`src/rtl/udt_map.svh`:
```
// Register offsets, field positions, reset values and divider counts
// for the up/down reload timer. Included by the timer core and tick
// generator; holds definitions only.
`ifndef UDT_MAP_SVH
`define UDT_MAP_SVH

// ============================================================
// Register byte offsets (low address byte)
`define UDT_CTRL_OFS    8'hC8
`define UDT_MODE_OFS    8'hCC
`define UDT_CNT_OFS     8'hD0
`define UDT_RLD_OFS     8'hD4
`define UDT_STAT_OFS    8'hD8
`define UDT_MASK_OFS    8'hDC

// ============================================================
// timer_control fields
`define UDT_B_OVF       7
`define UDT_B_EXT       6
`define UDT_B_RXSEL     5
`define UDT_B_TXSEL     4
`define UDT_B_EXTEN     3
`define UDT_B_RUN       2
`define UDT_B_SRC       1
`define UDT_B_CRSEL     0

// timer_mode_reg fields
`define UDT_B_CLKOE     1
`define UDT_B_UPDN      0

// Interrupt status / mask fields
`define UDT_I_OVF       0
`define UDT_I_EXT       1

// ============================================================
// Reset values and counts
`define UDT_CTRL_RST    8'h00
`define UDT_MODE_RST    2'h0
`define UDT_CNT_RST     16'h0000
`define UDT_CNT_TOP     16'hFFFF
`define UDT_OSC_DIV     4'hC
`define UDT_OSC_LAST    4'hB
`endif

```
`src/rtl/udt_pkg.sv`:
```
// Types shared by the up/down reload timer modules.
// Assumes the map header for numeric constants.
package udt_pkg;
  // ============================================================
  // Operating mode, decoded from the serial and capture selects
  typedef enum logic [1:0] {
    UDT_CAPTURE = 2'b00,
    UDT_RELOAD  = 2'b01,
    UDT_BAUD    = 2'b10
  } udt_mode_type;
endpackage

```
`src/rtl/udt_tick_if.sv`:
```
// Carrier between the timer core and its tick generator.
// Assumes a single hclk domain.
`timescale 1ns/1ps
`default_nettype none
interface udt_tick_if;
  logic run;      // Counting allowed
  logic src_ext;  // Count falling edges of the pin
  logic clk_out;  // Clock-output mode active
  logic pin_in;   // Count pin level
  logic tick;     // One count step this cycle

  modport core (output run, output src_ext, output clk_out, output pin_in, input tick);
  modport gen  (input run, input src_ext, input clk_out, input pin_in, output tick);
endinterface
`default_nettype wire

```
`src/rtl/udt_tick_gen.sv`:
```
// Tick generator: one-cycle count steps from hclk/12, hclk/2 or
// falling edges on the count pin. Assumes pin is synchronous to hclk.
`timescale 1ns/1ps
`default_nettype none
`include "udt_map.svh"
module udt_tick_gen (
  input  wire logic hclk,     // Clock
  input  wire logic hresetn,  // Async reset, active low
  udt_tick_if.gen   tk        // Controls in, tick out
);
  import udt_pkg::*;

  logic [3:0] pre_q;
  logic       half_q;
  logic       pin_q;

  // ============================================================
  // Divide by twelve; free running so run toggles do not skew phase
  always_ff @(posedge hclk or negedge hresetn) begin
    if (!hresetn) begin
      pre_q <= 4'h0;
    end else if (pre_q == `UDT_OSC_LAST) begin
      pre_q <= 4'h0;
    end else begin
      pre_q <= pre_q + 4'h1;
    end
  end

  // Half rate for clock-output mode
  always_ff @(posedge hclk or negedge hresetn) begin
    if (!hresetn) begin
      half_q <= 1'b0;
    end else begin
      half_q <= ~half_q;
    end
  end

  // Previous pin level for falling-edge detection
  always_ff @(posedge hclk or negedge hresetn) begin
    if (!hresetn) begin
      pin_q <= 1'b1;
    end else begin
      pin_q <= tk.pin_in;
    end
  end

  // Source select; nothing advances while stopped
  always_comb begin
    if (!tk.run) begin
      tk.tick = 1'b0;
    end else if (tk.clk_out) begin
      tk.tick = half_q;
    end else if (tk.src_ext) begin
      tk.tick = pin_q & ~tk.pin_in;
    end else begin
      tk.tick = (pre_q == `UDT_OSC_LAST);
    end
  end
endmodule // udt_tick_gen
`default_nettype wire

```
`src/rtl/udt_timer.sv`:
```
// Up/down auto-reload 16-bit timer with clock output, AHB-Lite slave.
// Assumes hclk is the oscillator and peripheral clock, pins synchronous.
// What this block does
// - Count is one 16-bit value from cascaded low and high bytes.
// - Source select clear counts clock/12 (clock/2 in clock-output mode); set counts count pin falling edges.
// - Low byte advances only while run is set.
// - Capture, auto-reload or baud mode chosen by serial and capture selects.
// - Up/down enable clear counts up; set lets direction pin choose in auto-reload mode.
// - Counting up, overflow past FFFFh sets flag, interrupts, loads reload value (zero in capture mode).
// - Counting down, count equal to reload underflows, sets flag, loads FFFFh.
// - In up/down mode external flag toggles on wrap, without interrupt.
// - Clock-output mode increments at half the clock rate, 50% square wave.
// - Clock-output overflow reloads from reload pair (zero in capture mode); no interrupt.
// - Output frequency is clock over four times (65536 minus reload).
// - Clock output is driven on the count pin in clock-output mode.
// - Baud generation and clock output may run together, sharing reload.
// - Overflow flag set only with both serial selects clear; software clears it.
// - External enable, not baud, not up/down: direction pin falling edge captures or reloads.
// - Each serial select routes overflows out as receive or transmit clock.
`timescale 1ns/1ps
`default_nettype none
`include "udt_map.svh"
module udt_timer (
  input  wire logic        hclk,          // Clock, 125 MHz
  input  wire logic        hresetn,       // Async reset, active low
  input  wire logic        hsel,          // Slave select
  input  wire logic [31:0] haddr,         // Address
  input  wire logic [1:0]  htrans,        // Transfer type
  input  wire logic        hwrite,        // Write strobe
  input  wire logic [2:0]  hsize,         // Word only
  input  wire logic [31:0] hwdata,        // Write data
  input  wire logic        hready,        // Bus ready
  output logic      [31:0] hrdata,        // Read data
  output logic             hreadyout,     // Always ready
  output logic             hresp,         // Always OKAY
  input  wire logic        count_pin_i,   // Count pin level
  output logic             count_pin_o,   // Clock output level
  output logic             count_pin_oe,  // Drive count pin
  input  wire logic        dir_pin,       // Direction control pin
  output logic             rx_baud_tick,  // Receive clock pulse
  output logic             tx_baud_tick,  // Transmit clock pulse
  output logic             irq            // Interrupt, level
);
  import udt_pkg::*;

  // ============================================================
  // State
  logic [7:0]   cnt_lo_q, cnt_hi_q, rld_lo_q, rld_hi_q;
  logic         ovf_q, ext_q, rxsel_q, txsel_q, exten_q;
  logic         run_q, src_q, crsel_q, clkoe_q, updn_q;
  logic [1:0]   stat_q, mask_q;
  logic         pin_o_q, dir_q, rxp_q, txp_q;
  logic         wr_q;
  logic [7:0]   wa_q;
  logic [31:0]  rdata_q;

  logic [15:0]  cnt, rld;
  udt_mode_type mode;
  logic         acc, wr, clk_act, dn, tick;
  logic         wrap_up, wrap_dn, wrap, ext_evt, ovf_set;
  logic         w_ctrl, w_mode, w_cnt, w_rld, w_stat, w_mask;
  logic [31:0]  rd_mux;

  udt_tick_if tk ();

  udt_tick_gen u_tick (
    .hclk    (hclk),
    .hresetn (hresetn),
    .tk      (tk.gen)
  );

  // ============================================================
  // Tick generator controls
  assign clk_act    = clkoe_q & ~src_q;
  assign tk.run     = run_q;
  assign tk.src_ext = src_q;
  assign tk.clk_out = clk_act;
  assign tk.pin_in  = count_pin_i;
  assign tick       = tk.tick;

  // ============================================================
  // Bus slave: zero wait, address latched, write in data phase
  assign acc = hsel & hready & htrans[1];
  assign wr  = wr_q;

  always_ff @(posedge hclk or negedge hresetn) begin
    if (!hresetn) begin
      wr_q <= 1'b0;
      wa_q <= 8'h00;
    end else if (hready) begin
      wr_q <= acc & hwrite;
      wa_q <= haddr[7:0];
    end
  end

  assign w_ctrl = wr & (wa_q == `UDT_CTRL_OFS);
  assign w_mode = wr & (wa_q == `UDT_MODE_OFS);
  assign w_cnt  = wr & (wa_q == `UDT_CNT_OFS);
  assign w_rld  = wr & (wa_q == `UDT_RLD_OFS);
  assign w_stat = wr & (wa_q == `UDT_STAT_OFS);
  assign w_mask = wr & (wa_q == `UDT_MASK_OFS);

  assign cnt = {cnt_hi_q, cnt_lo_q};
  assign rld = {rld_hi_q, rld_lo_q};

  // Read mux; unmapped offsets read zero
  always_comb begin
    rd_mux = 32'h0000_0000;
    unique case (haddr[7:0])
      `UDT_CTRL_OFS: rd_mux = {24'h00_0000, ovf_q, ext_q, rxsel_q, txsel_q,
                               exten_q, run_q, src_q, crsel_q};
      `UDT_MODE_OFS: rd_mux = {30'h0000_0000, clkoe_q, updn_q};
      `UDT_CNT_OFS:  rd_mux = {16'h0000, cnt};
      `UDT_RLD_OFS:  rd_mux = {16'h0000, rld};
      `UDT_STAT_OFS: rd_mux = {30'h0000_0000, stat_q};
      `UDT_MASK_OFS: rd_mux = {30'h0000_0000, mask_q};
      default:       rd_mux = 32'h0000_0000;
    endcase
  end

  // Read data sampled at the address phase, shown in the data phase
  always_ff @(posedge hclk or negedge hresetn) begin
    if (!hresetn) begin
      rdata_q <= 32'h0000_0000;
    end else if (acc & ~hwrite) begin
      rdata_q <= rd_mux;
    end
  end

  assign hrdata    = rdata_q;
  assign hreadyout = 1'b1;
  assign hresp     = 1'b0;

  // ============================================================
  // Mode decode and wrap detection
  always_comb begin
    if (rxsel_q | txsel_q) begin
      mode = UDT_BAUD;
    end else if (crsel_q) begin
      mode = UDT_CAPTURE;
    end else begin
      mode = UDT_RELOAD;
    end
  end

  // Down only in auto-reload with up/down enabled and pin low
  assign dn      = (mode == UDT_RELOAD) & updn_q & ~dir_pin;
  assign wrap_up = tick & ~dn & (cnt == `UDT_CNT_TOP);
  assign wrap_dn = tick & dn & (cnt == rld);
  assign wrap    = wrap_up | wrap_dn;

  // Pin edge is the direction input in up/down mode, so it is ignored there
  assign ext_evt = dir_q & ~dir_pin & exten_q & (mode != UDT_BAUD)
                   & ~((mode == UDT_RELOAD) & updn_q);

  // Clock output overflows and serial clocking never raise the flag
  assign ovf_set = wrap & (mode != UDT_BAUD) & ~clk_act;

  always_ff @(posedge hclk or negedge hresetn) begin
    if (!hresetn) begin
      dir_q <= 1'b1;
    end else begin
      dir_q <= dir_pin;
    end
  end

  // ============================================================
  // Count registers; a software write wins over a count step
  always_ff @(posedge hclk or negedge hresetn) begin
    if (!hresetn) begin
      {cnt_hi_q, cnt_lo_q} <= `UDT_CNT_RST;
    end else if (w_cnt) begin
      {cnt_hi_q, cnt_lo_q} <= hwdata[15:0];
    end else if (wrap_up) begin
      unique case (mode)
        UDT_CAPTURE: {cnt_hi_q, cnt_lo_q} <= `UDT_CNT_RST;
        UDT_RELOAD:  {cnt_hi_q, cnt_lo_q} <= rld;
        UDT_BAUD:    {cnt_hi_q, cnt_lo_q} <= rld;
        default:     {cnt_hi_q, cnt_lo_q} <= rld;
      endcase
    end else if (wrap_dn) begin
      {cnt_hi_q, cnt_lo_q} <= `UDT_CNT_TOP;
    end else if (ext_evt & (mode == UDT_RELOAD)) begin
      {cnt_hi_q, cnt_lo_q} <= rld;
    end else if (tick) begin
      // Low byte carries into high byte through the 16-bit sum
      {cnt_hi_q, cnt_lo_q} <= dn ? cnt - 16'h0001 : cnt + 16'h0001;
    end
  end

  // Reload pair; capture mode copies the count on a pin edge
  always_ff @(posedge hclk or negedge hresetn) begin
    if (!hresetn) begin
      {rld_hi_q, rld_lo_q} <= `UDT_CNT_RST;
    end else if (ext_evt & (mode == UDT_CAPTURE)) begin
      {rld_hi_q, rld_lo_q} <= cnt;
    end else if (w_rld) begin
      {rld_hi_q, rld_lo_q} <= hwdata[15:0];
    end
  end

  // ============================================================
  // Control and mode registers
  always_ff @(posedge hclk or negedge hresetn) begin
    if (!hresetn) begin
      {rxsel_q, txsel_q, exten_q, run_q, src_q, crsel_q} <= 6'(`UDT_CTRL_RST);
      {clkoe_q, updn_q} <= `UDT_MODE_RST;
    end else begin
      if (w_ctrl) begin
        rxsel_q <= hwdata[`UDT_B_RXSEL];
        txsel_q <= hwdata[`UDT_B_TXSEL];
        exten_q <= hwdata[`UDT_B_EXTEN];
        run_q   <= hwdata[`UDT_B_RUN];
        src_q   <= hwdata[`UDT_B_SRC];
        crsel_q <= hwdata[`UDT_B_CRSEL];
      end
      if (w_mode) begin
        clkoe_q <= hwdata[`UDT_B_CLKOE];
        updn_q  <= hwdata[`UDT_B_UPDN];
      end
    end
  end

  // Overflow flag: hardware set beats a software clear in the same cycle
  always_ff @(posedge hclk or negedge hresetn) begin
    if (!hresetn) begin
      ovf_q <= 1'b0;
    end else if (ovf_set) begin
      ovf_q <= 1'b1;
    end else if (w_ctrl) begin
      ovf_q <= hwdata[`UDT_B_OVF];
    end
  end

  // External flag: toggles as a 17th bit in up/down mode, else set on edge
  always_ff @(posedge hclk or negedge hresetn) begin
    if (!hresetn) begin
      ext_q <= 1'b0;
    end else if (wrap & (mode == UDT_RELOAD) & updn_q) begin
      ext_q <= ~(w_ctrl ? hwdata[`UDT_B_EXT] : ext_q);
    end else if (ext_evt) begin
      ext_q <= 1'b1;
    end else if (w_ctrl) begin
      ext_q <= hwdata[`UDT_B_EXT];
    end
  end

  // ============================================================
  // Interrupt status (write one to clear, set wins) and mask
  always_ff @(posedge hclk or negedge hresetn) begin
    if (!hresetn) begin
      stat_q <= 2'h0;
    end else begin
      stat_q[`UDT_I_OVF] <= ovf_set |
        (stat_q[`UDT_I_OVF] & ~(w_stat & hwdata[`UDT_I_OVF]));
      // The up/down toggle is left out on purpose: it never interrupts
      stat_q[`UDT_I_EXT] <= ext_evt |
        (stat_q[`UDT_I_EXT] & ~(w_stat & hwdata[`UDT_I_EXT]));
    end
  end

  always_ff @(posedge hclk or negedge hresetn) begin
    if (!hresetn) begin
      mask_q <= 2'h0;
    end else if (w_mask) begin
      mask_q <= hwdata[1:0];
    end
  end

  assign irq = |(stat_q & mask_q);

  // ============================================================
  // Clock output: pin toggles per overflow, half period (65536-R)*2 cycles
  always_ff @(posedge hclk or negedge hresetn) begin
    if (!hresetn) begin
      pin_o_q <= 1'b0;
    end else if (wrap_up & clk_act) begin
      pin_o_q <= ~pin_o_q;
    end
  end

  assign count_pin_o  = pin_o_q;
  assign count_pin_oe = clk_act;

  // ============================================================
  // Serial clock pulses, one cycle after the overflow
  always_ff @(posedge hclk or negedge hresetn) begin
    if (!hresetn) begin
      rxp_q <= 1'b0;
      txp_q <= 1'b0;
    end else begin
      rxp_q <= wrap_up & rxsel_q;
      txp_q <= wrap_up & txsel_q;
    end
  end

  assign rx_baud_tick = rxp_q;
  assign tx_baud_tick = txp_q;
endmodule // udt_timer
`default_nettype wire

```
`config.mk`:
```
export PLATFORM = sky130hd
export DESIGN_NAME = udt_timer
export DESIGN_NICKNAME = d
export VERILOG_FILES = /design/src/rtl/udt_pkg.sv /design/src/rtl/udt_tick_if.sv /design/src/rtl/udt_tick_gen.sv /design/src/rtl/udt_timer.sv
export VERILOG_INCLUDE_DIRS = /design/src /design/src/rtl
export SDC_FILE = /design/constraint.sdc
export NUM_CORES = 1
export LEC_CHECK = 0
export ABC_AREA = 1
export BUFFER_PORTS_ARGS = -buffer_cell sky130_fd_sc_hd__buf_2
export CAP_MARGIN = 20
export CORE_MARGIN = 8
export CORE_UTILIZATION = 45
export CTS_CLUSTER_SIZE = 8
export DETAILED_ROUTE_END_ITERATION = 10
export PLACE_DENSITY = 0.75
export SYNTH_ARGS = -nofsm -noshare
export SYNTH_HDL_FRONTEND = slang
export SYNTH_SLANG_ARGS = --single-unit
```
`constraint.sdc`:
```
create_clock -name hclk -period 3.37 [get_ports hclk]
set_clock_uncertainty 0.15 [all_clocks]
set_input_delay 0.337 -clock hclk [delete_from_list [all_inputs] [get_ports hclk]]
set_output_delay 0.337 -clock hclk [all_outputs]
set_load 0.05 [all_outputs]
```
==> summary.txt <==
==================================================================================================
Result of the run                                                                     finished clean
Post-route non-filler standard cell count                                                      982
Count of antenna-violating nets left after detailed routing                                      0
Critical R2R Launch                                                                        rxsel_q
Register bit count reported by yosys                                                            81
Count of TritonRoute iterations in the first routing pass                                        9
Switching component of the power                                                           1.56 mW
Worst-skew pair later-pin latency                                                          0.35 ns
Static leakage                                                                             3.27 nW
Initial core utilization                                                                     46.2%
Maximum number of pins on one net before global-route repair                                    82
Syn. warnings                                                                                    0
Sequence of cells on the critical path                                                dlygate4sd3_1 -> buf_2 -> inv_1 -> nand4_4 -> nand2_2 -> inv_1 -> nor2_4 -> ha_1 -> inv_1 -> nand2_1 -> nand2_1 -> o21ai_2 -> nand2_1 -> nand2_1 -> nand2_1 -> nand3_1 -> nand3_1 -> a21oi_1 -> nor2_1
Max-cap violations                                                                               0
Comb pwr share                                                                               38.0%
Max Fanout on Critical Path                                                                     12
Final Setup Violations                                                                           0
Number of inserted diodes                                                                        0
H-tree level count                                                                               3
Critical Path Start Type                                                                 input pin
Master cell of the clock root buffer                                                     clkbuf_16
Total Die Area                                                                         0.0161 mm^2
Endpoint required time on the critical path                                                3.45 ns
Proportion of register bits with asynchronous set or reset after synthesis                    100%
Placed cell count                                                                              962
Iteration-0 DRC count of the detailed router                                                   668
Critical path origin                                                                       dir_pin
Clock transition time at the flip-flop clock pins of the worst setup and hold paths        0.06 ns
CTS sink count                                                                                  81
Setup Buffers After CTS                                                                          0
Most common cell after layout, fill and taps aside                                         nand2_1
Largest area contributor in the netlist                                                    dfrtp_1
Switching part of the total power                                                            43.0%
Final nets                                                                                     908
F_max                                                                                    0.351 GHz
Netlist cell types                                                                              47
Worst Reg-to-Reg Cells                                                                          17
Synthesized instance count                                                                     777
Die extent in x                                                                             127 um
Slew margin rel.                                                                             40.9%
CP Data Arrival Time                                                                       2.92 ns
Area growth from synthesis to layout                                                         11.9%
DRC                                                                                              0
Peak per-stage delay on the critical path                                                  0.54 ns
Number of antenna violations at the first check in global routing                                0
Power Total                                                                                3.62 mW
Slew @ Worst Pin                                                                          0.884 ns
Total internal power                                                                       2.06 mW
Most frequent cells in the layout                                                     nand2_1 (187), inv_1 (104), dfrtp_1 (79)
Startpoint of the lowest-slack hold path                                                  haddr[5]
Reg2Reg Setup Slack                                                                        0.71 ns
Post-synthesis instance area                                                          0.00555 mm^2
Global-route wire length before repair                                                    26600 um
Clock share of power                                                                         26.5%
Drt total wl                                                                              16600 um
Clock tree from TritonCTS                                                                     done
Sequential area share after synthesis                                                        36.6%
Total vias in the final route                                                                 5476
Final setup TNS                                                                               0 ns
Top post-synthesis cells by area                                                      dfrtp_1 (36%), nand2_1 (13%), inv_1 (7.0%), o21ai_0 (4.7%), nor2_1 (4.7%)
Detailed-route wire length per cell                                                        16.9 um
Share of the synthesized area in the top cell type                                           35.6%
Pwr/cell area                                                                          583 mW/mm^2
Element type at the critical path end                                                    flip-flop
Layout cells sized above 1                                                                   15.7%
Sequential Power Share                                                                       35.5%
Worst Hold Class                                                                      input pin to flip-flop
Cell count of the worst hold path                                                                2
Worst vdd ir                                                                              0.228 mV
CP max stage cell                                                                     dlygate4sd3_1
Min Tclk post-route                                                                        2.85 ns
Main synth FF type                                                                         dfrtp_1
Number of gates resized after CTS                                                                0
Number of ports placed on the die boundary                                                     115
Sum of overflow across all layers after global routing                                           0
Worst hold path endpoint                                                                   wa_q[5]
RePlAce Congestion                                                                           0.953
Final hold slack                                                                         0.0923 ns
Pins over their slew limit                                                                       0
Vias per cell                                                                                 5.58
Core area                                                                              0.0120 mm^2
Capturing point of the worst reg2reg path                                              cnt_hi_q[0]
Cell count along the critical path                                                              19
Worst setup path category                                                             input pin to flip-flop
Port Buffers                                                                                    52
Deepest clock path buffer count                                                                  2
Post-synthesis average cell area                                                         7.14 um^2
Chip Height                                                                                 127 um
Portion of the clock cycle consumed by the worst path in the final layout                    84.5%
Largest delay share family, worst path                                                simple AND/OR/NAND/NOR gates
Total track usage                                                                            20.4%
Hold Fails Final Rpt                                                                             0
Total number of placement rows                                                                  40
Critical path buffers and inverters                                                              5
TritonCTS buffer count                                                                           9
Vias in the first global route                                                                5050
DP Wirelength                                                                             12400 um
Number of enable-type register cells in the synthesized netlist                                  0
Critical path's most frequent cell                                                         nand2_1
Unrepaired setup endpoints after global routing                                                 no
==================================================================================================
==> metal layers <==
layer  global-route usage, %  wire length, um  up-vias
met5                       0                0        -
met4                    8.33              518        0
met3                    3.49             1500       42
met2                    31.9             7530      262
met1                    27.5             7040     2527
li1                        -                -     2645
==> worst reg2reg max path: cells and delay by family, from the launching register on <==
kind            cells  cell delay [ns]
flops               1             0.42
buf+inv             2             0.12
compound gates      2             0.38
simple gates       12             1.35
fa+ha+maj           1             0.14
==> synthesized netlist by cell type, types with 8 or more instances <==
master    number
nand2_1      187
inv_1        104
dfrtp_1       79
nor2_1        69
o21ai_0       52
a21oi_1       47
nand3_1       44
buf_4         21
o22ai_1       18
nand4_1       14
nor3_1        13
mux2_2        12
a41oi_1       11
clkbuf_1      11
nand2_2        9
a221oi_1       8
==> timing repair <==
| item | CTS | global route |
|---|---|---|
| setup endpoints to repair | 0 | 0 |
| hold endpoints to repair | 2 | 23 |
| hold buffers | 2 | 1 |
==> registers in the layout, summed over array words and instances, names as in the netlist, 2 cells and up <==
signal / count
hrdata: 16
cnt_hi_q: 8
cnt_lo_q: 8
rld_hi_q: 8
rld_lo_q: 8
wa_q: 8
u_tick.pre_q: 4
mask_q: 2
stat_q: 2
==> stage by stage <==
stage               setup WS, ns  instance area [um^2]  util, %
CTS                        0.602                  6170     51.3
floorplan                   1.15                  5610        -
detailed placement         0.774                  5860     48.8
global placement           0.789                  5860     48.8
finish                     0.523                  6200     51.7
global route               0.310                  6200     51.7
==> worst max-delay path by stage <==
stage                              to
final                     cnt_hi_q[0]
after detailed placement  cnt_hi_q[0]
after CTS                 cnt_hi_q[0]
after global placement     hrdata[14]
after floorplan           cnt_hi_q[4]
after global routing      cnt_hi_q[0]
==> power by group through the flow <==
| stage | clock [mW] | combinational, mW | sequential [mW] |
|---|---|---|---|
| floorplan | 0 | 1.02 | 1.23 |
| global placement | 0 | 1.32 | 1.29 |
| detailed placement | 0 | 1.34 | 1.29 |
| CTS | 0.965 | 1.34 | 1.27 |
| global route | 1.01 | 1.53 | 1.29 |
| finish | 0.959 | 1.37 | 1.28 |
==> kinds of logic after synthesis <==
group | synth area share, %
AOI/OAI and AO/OA | 17.5
other | 0.135
buffers and inverters | 12.5
and+or+nand+nor | 28.7
muxes | 2.62
xor gates and xnor gates | 1.58
DFF | 36.6
adders and majority gates | 0.451
==> cell type report <==
type | count | area (um^2)
Fill cell | 1176 | 5810
Multi-Input combinational cell | 560 | 2890
Sequential cell | 81 | 2030
Inverter | 112 | 420
Timing Repair Buffer | 66 | 395
Clock buffer | 10 | 239
Tap cell | 147 | 184
Clock inverter | 6 | 50.0
Note: power is estimated with default switching activity, not from simulation.
